## config.mk

```make
export PLATFORM = sky130hd
export DESIGN_NAME = ccp_ctrl_pins
export DESIGN_NICKNAME = d
export VERILOG_FILES = /design/src/verilog/ccp_pkg.sv /design/src/verilog/ccp_ctrl_pins.sv /design/src/verilog/ccp_pin_decode.sv
export SDC_FILE = /design/constraint.sdc
export NUM_CORES = 1
export LEC_CHECK = 0
export BUFFER_PORTS_ARGS = -buffer_cell sky130_fd_sc_hd__buf_2
export CAP_MARGIN = 25
export CORE_MARGIN = 2
export CORE_UTILIZATION = 41
export CTS_BUF_LIST = sky130_fd_sc_hd__clkbuf_8 sky130_fd_sc_hd__clkbuf_16
export DETAILED_ROUTE_END_ITERATION = 8
export PLACE_DENSITY_LB_ADDON = 0.25
export SLEW_MARGIN = 20
export SYNTH_ARGS = -nofsm -noshare
export SYNTH_HDL_FRONTEND = slang
export SYNTH_SLANG_ARGS = --single-unit
```

## constraint.sdc

```tcl
create_clock -name pclk -period 1.8 [get_ports pclk]
set_clock_uncertainty 0.1 [all_clocks]
set_input_delay 0.27 -clock pclk [delete_from_list [all_inputs] [get_ports pclk]]
set_output_delay 0.27 -clock pclk [all_outputs]
set_load 0.02 [all_outputs]
```

## src/verilog/ccp_pkg.sv

```systemverilog
package ccp_pkg;

    // ==========================================================
    // Register map (byte offsets on the APB bus).
    localparam logic [7:0] CTRL_OFFSET = 8'h00;
    localparam logic [7:0] STAT_OFFSET = 8'h04;

    // ==========================================================
    // Control register field positions.
    localparam int CTRL_SRC_INV_BIT = 0;
    localparam int CTRL_FUNC_BIT = 1;
    localparam int CTRL_POL_BIT = 2;
    localparam int CTRL_TRI_BIT = 3;
    localparam int CTRL_SERIAL_BIT = 4;
    localparam int CTRL_WIDTH = 5;

    // Control value after reset: all bits clear.
    localparam logic [4:0] CTRL_RESET = 5'h00;

    // ==========================================================
    // Decoded pin state handed from the pin logic to the top.
    typedef struct packed {
        logic use_external;
        logic shutdown;
        logic outputs_off;
        logic outputs_tristate;
        logic [1:0] config_sel;
        logic serial_sda;
        logic serial_scl;
    } ccp_pin_state_s;

    // Programmed control bits.
    typedef struct packed {
        logic serial_mode_select_bit;
        logic tristate_select;
        logic pin_polarity_bit;
        logic pin_function_select_bit;
        logic source_invert;
    } ccp_ctrl_s;

endpackage : ccp_pkg

```

## src/verilog/ccp_ctrl_pins.sv

```systemverilog
// Register access over APB and the placing of the registers were decided locally.
`timescale 1ns/10ps

// Function
// - Source pin low crystal, high external
// - Source pin sense invertible by programming
// - Function bit high means shutdown, else enable
// - Polarity bit only affects enable function
// - Enable pin active low by default
// - Shutdown: differential static, single-ended low
// - Disabled outputs tri-state or static, programmable
// - Serial bit turns select pins into bus
module ccp_ctrl_pins (
    // Clock and reset.
    input wire logic pclk,
    input wire logic presetn,
    // APB slave.
    input wire logic psel,
    input wire logic penable,
    input wire logic pwrite,
    input wire logic [7:0] paddr,
    input wire logic [31:0] pwdata,
    output logic [31:0] prdata,
    output logic pready,
    output logic pslverr,
    // Control pins.
    input wire logic input_source_select,
    input wire logic shutdown_or_output_enable_pin,
    input wire logic config_select1_or_serial_data,
    input wire logic config_select0_or_serial_clock,
    // Effects on the clock path.
    output logic use_external_clock_input,
    output logic power_down,
    output logic [1:0] config_sel,
    output logic serial_sda_in,
    output logic serial_scl_in,
    output logic diff_out_oe,
    output logic diff_out_static,
    output logic diff_out_level,
    output logic se_out_oe,
    output logic se_out_static
);

    ccp_pkg::ccp_ctrl_s ctrl_ff;
    ccp_pkg::ccp_pin_state_s pin_state;
    logic [31:0] nxt_prdata;
    logic wr_ctrl;
    logic addr_ok;

    // ==========================================================
    // APB slave: zero wait states, error on unmapped address.
    assign addr_ok = (paddr == ccp_pkg::CTRL_OFFSET) || (paddr == ccp_pkg::STAT_OFFSET);
    assign pready = 1'h1;
    assign pslverr = psel & penable & ~addr_ok;
    assign wr_ctrl = psel & penable & pwrite & (paddr == ccp_pkg::CTRL_OFFSET);

    // Control register written by software.
    always_ff @(posedge pclk or negedge presetn) begin
        if (!presetn) begin
            ctrl_ff <= ccp_pkg::CTRL_RESET;
        end else if (wr_ctrl) begin
            ctrl_ff <= pwdata[ccp_pkg::CTRL_WIDTH-1:0];
        end
    end

    // Read mux: control readback or live decoded state.
    always_comb begin
        nxt_prdata = 32'h0;
        if (paddr == ccp_pkg::CTRL_OFFSET) begin
            nxt_prdata[ccp_pkg::CTRL_WIDTH-1:0] = ctrl_ff;
        end else if (paddr == ccp_pkg::STAT_OFFSET) begin
            nxt_prdata[7:0] = pin_state;
        end
    end

    // Read data register, loaded in the setup cycle of a read.
    always_ff @(posedge pclk or negedge presetn) begin
        if (!presetn) begin
            prdata <= 32'h0;
        end else if (psel & ~penable & ~pwrite) begin
            prdata <= nxt_prdata;
        end
    end

    // ==========================================================
    // Pin decode.
    ccp_pin_decode i_ccp_pin_decode (
        .ctrl(ctrl_ff),
        .input_source_select(input_source_select),
        .shutdown_or_output_enable_pin(shutdown_or_output_enable_pin),
        .config_select1_or_serial_data(config_select1_or_serial_data),
        .config_select0_or_serial_clock(config_select0_or_serial_clock),
        .state(pin_state)
    );

    // ==========================================================
    // Registered output controls.
    always_ff @(posedge pclk or negedge presetn) begin
        if (!presetn) begin
            use_external_clock_input <= 1'h0;
            power_down <= 1'h0;
            config_sel <= 2'h0;
            serial_sda_in <= 1'h1;
            serial_scl_in <= 1'h1;
        end else begin
            use_external_clock_input <= pin_state.use_external;
            power_down <= pin_state.shutdown;
            config_sel <= pin_state.config_sel;
            serial_sda_in <= pin_state.serial_sda;
            serial_scl_in <= pin_state.serial_scl;
        end
    end

    // Output drivers: shutdown forces static, disable follows tri-state bit.
    always_ff @(posedge pclk or negedge presetn) begin
        if (!presetn) begin
            diff_out_oe <= 1'h1;
            diff_out_static <= 1'h0;
            diff_out_level <= 1'h0;
            se_out_oe <= 1'h1;
            se_out_static <= 1'h0;
        end else if (pin_state.shutdown) begin
            diff_out_oe <= 1'h1;
            diff_out_static <= 1'h1;
            diff_out_level <= 1'h0;
            se_out_oe <= 1'h1;
            se_out_static <= 1'h1;
        end else if (pin_state.outputs_off) begin
            diff_out_oe <= ~pin_state.outputs_tristate;
            diff_out_static <= 1'h1;
            diff_out_level <= 1'h0;
            se_out_oe <= ~pin_state.outputs_tristate;
            se_out_static <= 1'h1;
        end else begin
            diff_out_oe <= 1'h1;
            diff_out_static <= 1'h0;
            diff_out_level <= 1'h0;
            se_out_oe <= 1'h1;
            se_out_static <= 1'h0;
        end
    end

    // ==========================================================
    // Checks.

    // Source selection follows the pin one edge later, through the inversion bit.
    a_src_follow: assert property (@(posedge pclk) disable iff (!presetn)
        use_external_clock_input == $past(input_source_select ^ ctrl_ff.source_invert))
        else $error("source select wrong");
    a_src_default: assert property (@(posedge pclk) disable iff (!presetn)
        !ctrl_ff.source_invert |=> use_external_clock_input == $past(input_source_select))
        else $error("source not taken as is");
    a_src_invert: assert property (@(posedge pclk) disable iff (!presetn)
        ctrl_ff.source_invert |=> use_external_clock_input != $past(input_source_select))
        else $error("invert not applied");

    // A written control word is held from the edge after the access on.
    a_ctrl_write: assert property (@(posedge pclk) disable iff (!presetn)
        (psel && penable && pwrite && paddr == ccp_pkg::CTRL_OFFSET)
        |=> ctrl_ff == $past(pwdata[ccp_pkg::CTRL_WIDTH-1:0]))
        else $error("control write lost");

    // Only the function bit turns the pin into a shutdown control.
    a_sd_powers: assert property (@(posedge pclk) disable iff (!presetn)
        (ctrl_ff.pin_function_select_bit && shutdown_or_output_enable_pin) |=> power_down)
        else $error("shutdown missed");
    a_oe_nopd: assert property (@(posedge pclk) disable iff (!presetn)
        !ctrl_ff.pin_function_select_bit |=> !power_down)
        else $error("enable mode powered down");

    // Polarity sets the enable sense and leaves the shutdown sense alone.
    a_pol_high: assert property (@(posedge pclk) disable iff (!presetn)
        (!ctrl_ff.pin_function_select_bit && ctrl_ff.pin_polarity_bit
         && !shutdown_or_output_enable_pin) |=> se_out_static)
        else $error("active high disable");
    a_en_drive: assert property (@(posedge pclk) disable iff (!presetn)
        (!ctrl_ff.pin_function_select_bit
         && shutdown_or_output_enable_pin == ctrl_ff.pin_polarity_bit)
        |=> diff_out_oe && !diff_out_static && se_out_oe && !se_out_static)
        else $error("enabled outputs not running");
    a_sd_nopol: assert property (@(posedge pclk) disable iff (!presetn)
        (ctrl_ff.pin_function_select_bit && !shutdown_or_output_enable_pin)
        |=> !power_down && se_out_oe && !se_out_static)
        else $error("polarity reached shutdown");

    // With the polarity bit clear the enable pin is active low.
    a_pol_default: assert property (@(posedge pclk) disable iff (!presetn)
        (!ctrl_ff.pin_function_select_bit && !ctrl_ff.pin_polarity_bit
         && !shutdown_or_output_enable_pin) |=> !se_out_static && se_out_oe)
        else $error("active low enable");

    // Shutdown keeps every output driven and static.
    a_sd_static: assert property (@(posedge pclk) disable iff (!presetn)
        power_down |-> (se_out_oe && se_out_static && diff_out_static && diff_out_oe))
        else $error("shutdown outputs");

    // Disabled outputs float or hold static, as the tri-state bit asks.
    a_dis_tri: assert property (@(posedge pclk) disable iff (!presetn)
        (!ctrl_ff.pin_function_select_bit && ctrl_ff.tristate_select
         && !ctrl_ff.pin_polarity_bit && shutdown_or_output_enable_pin) |=> !diff_out_oe)
        else $error("tri-state missed");
    a_dis_tri_hi: assert property (@(posedge pclk) disable iff (!presetn)
        (!ctrl_ff.pin_function_select_bit && ctrl_ff.tristate_select
         && ctrl_ff.pin_polarity_bit && !shutdown_or_output_enable_pin)
        |=> !diff_out_oe && !se_out_oe)
        else $error("active high tri-state missed");
    a_dis_static: assert property (@(posedge pclk) disable iff (!presetn)
        (!ctrl_ff.pin_function_select_bit && !ctrl_ff.tristate_select
         && shutdown_or_output_enable_pin != ctrl_ff.pin_polarity_bit)
        |=> diff_out_oe && diff_out_static && se_out_oe && se_out_static)
        else $error("static disable missed");

    // Serial mode masks the selects and hands the pins to the serial bus.
    a_serial_sel: assert property (@(posedge pclk) disable iff (!presetn)
        ctrl_ff.serial_mode_select_bit ##1 $stable(ctrl_ff) |-> config_sel == 2'h0)
        else $error("selects not masked");
    a_serial_pass: assert property (@(posedge pclk) disable iff (!presetn)
        ctrl_ff.serial_mode_select_bit
        |=> serial_sda_in == $past(config_select1_or_serial_data)
            && serial_scl_in == $past(config_select0_or_serial_clock))
        else $error("serial lines not passed");
    a_cfg_follow: assert property (@(posedge pclk) disable iff (!presetn)
        !ctrl_ff.serial_mode_select_bit
        |=> config_sel == $past({config_select1_or_serial_data,
                                 config_select0_or_serial_clock})
            && serial_sda_in && serial_scl_in)
        else $error("selects not followed");

endmodule : ccp_ctrl_pins

```

## src/verilog/ccp_pin_decode.sv

```systemverilog
`timescale 1ns/10ps

// ==========================================================
// Combinational decode of the control pins against programmed bits.
module ccp_pin_decode (
    // Programmed control bits.
    input wire ccp_pkg::ccp_ctrl_s ctrl,
    // Pin levels.
    input wire logic input_source_select,
    input wire logic shutdown_or_output_enable_pin,
    input wire logic config_select1_or_serial_data,
    input wire logic config_select0_or_serial_clock,
    // Decoded state.
    output ccp_pkg::ccp_pin_state_s state
);

    logic pin_asserted;

    // Pin sense: shutdown is active high; output enable follows polarity.
    always_comb begin
        if (ctrl.pin_function_select_bit) begin
            pin_asserted = shutdown_or_output_enable_pin;
        end else begin
            // Polarity clear means active low: outputs run while the pin is low.
            pin_asserted = ctrl.pin_polarity_bit ? shutdown_or_output_enable_pin
                                                 : ~shutdown_or_output_enable_pin;
        end
    end

    // Decode of source, shutdown, enable and the shared select pins.
    always_comb begin
        state.use_external = input_source_select ^ ctrl.source_invert;
        state.shutdown = ctrl.pin_function_select_bit & pin_asserted;
        state.outputs_off = ~ctrl.pin_function_select_bit & ~pin_asserted;
        state.outputs_tristate = ctrl.tristate_select;
        if (ctrl.serial_mode_select_bit) begin
            state.config_sel = 2'h0;
            state.serial_sda = config_select1_or_serial_data;
            state.serial_scl = config_select0_or_serial_clock;
        end else begin
            state.config_sel = {config_select1_or_serial_data,
                                config_select0_or_serial_clock};
            state.serial_sda = 1'h1;
            state.serial_scl = 1'h1;
        end
    end

endmodule : ccp_pin_decode

```

==> results by group <==
Synthesis
  • Yosys warnings: 0
  • Netlist cell types: 25
  • Seq/Total Area, Yosys: 47.5%
  • Post-synthesis register bit count: 21
  • Mapped Cells: 101
  • Synth Area in Compound Gates: 5.06%
  • Adder-Cell Fraction of Synth Area: 0%
  • Multiplexer share of the synthesized area: 9.55%
  • Post-synthesis xor/xnor area fraction: 2.36%
  • Post-synthesis simple-gate area fraction: 14.6%
  • Largest family of logic cells by synthesized area: buffers and inverters
  • Synthesized area per cell: 11.0 um2
  • Cell Area, Synth: 1110 um2

Placed design
  • RD Place Congestion: 0.719
  • DP Worst Slack: 0.183 ns
  • Input/output buffers: 40
  • Dpl cells: 167
  • DP Area: 1240 um2
  • Post-DP HPWL: 1.59 mm

Critical path
  • Flop2flop setup slack: 0.64 ns
  • Worst setup startpoint: paddr[7]
  • Crit path kind: in -> out
  • Crit. End Element: output port
  • CP arrival: 1.26 ns
  • CP max stage cell: nor4_4
  • Required @ worst endpoint: 1.43 ns
  • CP max stage delay: 0.28 ns
  • Worst R2R Start: ctrl_ff[4]
  • Worst-path cell chain: buf_2, nor4_4, nand2_1, and3_1, buf_2
  • CP startpoint kind: primary input
  • Largest fanout on the critical path: 6
  • Crit-path most repeated cell: buf_2

Power
  • Pwr Total: 0.917 mW
  • Maximum vdd ir drop: 0.638 mV
  • PwrDens: 709 nW/um2
  • Static leakage: 0.691 nW

Clock network
  • Clk Latency, worst-skew pair: 0.25 ns
  • H-tree depth: 1
  • Clock Tree Root: clkbuf_8
  • PostCTS Resize Cnt: 0
  • Clk buf depth: 2
  • TritonCTS clock tree: yes
  • CTS clock-pin slew for the worst setup and hold paths: 0.07 ns
  • Clk sinks: 21
  • CTS Buf Count: 3

Route
  • Vias: 751
  • Wirelength per Cell: 11.5 um
  • Initial DRC count: 14
  • Router iterations before antenna repair: 4
  • # DRC: 0
  • Antenna-violating nets left: 0
  • DRT Wirelength: 1.97 mm
  • Vias per inst: 4.37

Flow run
  • Max Cap Violations: 0

Finish
  • Net count, final: 192
  • Fin util: 51.3%
  • Share of layout cells above drive strength 1: 40.1%
  • Fill cells: 247
  • Final Instance Count excl. Fillers: 172
  • Area Growth Syn to Fin: 16.2%
  • Post-route cell area: 1290 um2
  • Antenna fix cells: 0

Floorplanning
  • Die area: 3150 um2
  • Die Span Y: 56.1 um
  • Ports: 94
  • CORE AREA: 2520 um2
  • Initial core utilization: 44.1%
  • Core Rows: 18
  • Die width: 56.1 um

GRT
  • GRT overflow: 0
  • Initial antenna violation count: 0
  • Vias in the first global route: 743
  • Largest net degree at the start of global routing: 22
  • GRT Total Usage: 12.9%
  • First-pass GRT wire length: 3.17 mm

STA
  • Max Clk Rate: 0.615 GHz
  • Final setup viols: 0
  • Setup TNS: 0 ns
  • Min setup slack post-route: 0.174 ns
  • Final Slew Violations: 0
  • Min Tclk post-route: 1.63 ns
  • Hold Violations, Final: 0
  • Hold_ws: 0.111 ns
  • RSZ-0062 raised after global routing: no
  • Period utilisation layout: 90.3%

Outcome
  • Outcome: finished, final reports clean

Hold path
  • Worst Hold Class: in -> reg
  • Hold Startpoint: input_source_select
==> where the power goes <==
| group | internal (mW) | switching [mW] | total [mW] |
|---|---|---|---|
| Sequential | 0.480 | 0.00358 | 0.483 |
| Combinational | 0.0402 | 0.0998 | 0.140 |
| Clock | 0.152 | 0.142 | 0.294 |
| Total | 0.672 | 0.246 | 0.917 |
==> sequential cells by signal (all words and copies together) (netlist names) <==
name,cells
power_down,1
config_sel,2
se_out_static,1
prdata,8
ctrl_ff,5
use_external_clock_input,1
serial_sda_in,1
serial_scl_in,1
se_out_oe,1
==> path summary, 6_finish.rpt <==
| kind | endpoint | cells after the start |
|---|---|---|
| hold / removal | use_external_clock_input | 2 |
| max in group asynchronous | serial_sda_in | 2 |
| hold reg to reg | se_out_oe | 1 |
| setup reg to reg | prdata[2] | 3 |
| setup / recovery | pslverr | 5 |
| min in group asynchronous | prdata[4] | 2 |
==> placed cells by master, fill, tap and decap left out, types with 2 or more instances in the layout <==
| cell type | n |
|---|---|
| dfrtp_1 | 18 |
| buf_4 | 3 |
| buf_2 | 40 |
| conb_1 | 26 |
| nand2b_1 | 3 |
| nand4_1 | 2 |
| xnor2_1 | 2 |
| nand2_1 | 10 |
| o31ai_1 | 5 |
| mux2_2 | 5 |
| mux2i_1 | 5 |
| clkbuf_8 | 3 |
| o21ai_0 | 2 |
| dfstp_2 | 3 |
| nor2b_1 | 2 |
==> synthesized netlist by cell type <==
cell / instances / area (um2)
and2_1: 1 / 6.26
and3_1: 1 / 6.26
and4b_1: 1 / 10.0
buf_2: 3 / 15.0
buf_4: 28 / 210
conb_1: 2 / 7.51
dfrtp_1: 18 / 450
dfstp_2: 3 / 78.8
mux2_2: 5 / 56.3
mux2i_1: 5 / 50.1
nand2_1: 10 / 37.5
nand2b_1: 3 / 18.8
nand3_1: 1 / 5.00
nand3_2: 1 / 10.0
nand4_1: 2 / 12.5
nor2_1: 1 / 3.75
nor2b_1: 2 / 12.5
nor3_2: 1 / 10.0
nor4_4: 1 / 21.3
o21ai_0: 2 / 10.0
o31ai_1: 5 / 37.5
o41ai_1: 1 / 8.76
or3b_1: 1 / 8.76
xnor2_1: 2 / 17.5
xor2_1: 1 / 8.76
==> critical path: cells and delay by family <==
family | cells | cell delay (ns)
and+or+nand+nor | 3 | 0.71
buffers and inverters | 2 | 0.28
==> layout make-up <==
cell class              count  area (um2)  area share, %
flip-flops and latches     21         529           40.9
repair buffers             44         233           18.0
clock inverters             1        3.75          0.290
clock buffers               3        41.3           3.19
multi-input cells          73         449           34.7
well taps                  30        37.5           2.90
==> kinds of logic after synthesis <==
family	Yosys count
buffers and inverters	31
and+or+nand+nor	26
DFF	21
muxes	10
AOI/OAI and AO/OA	8
xor gates and xnor gates	3
other	2
==> layer usage <==
metal	global-route usage [%]	up-vias	wire length, um
li1	-	366	-
met5	0	-	0
met2	22.2	38	975
met3	5.35	2	174
met4	4.08	0	25
met1	14.5	345	795
==> what timing repair did <==
item                                   CTS  global route
endpoints found under the hold margin   18             0
setup endpoints to repair                0             0
hold buffers                             1             0
setup buffers                            0             0
(Power assumes the default switching activity.)
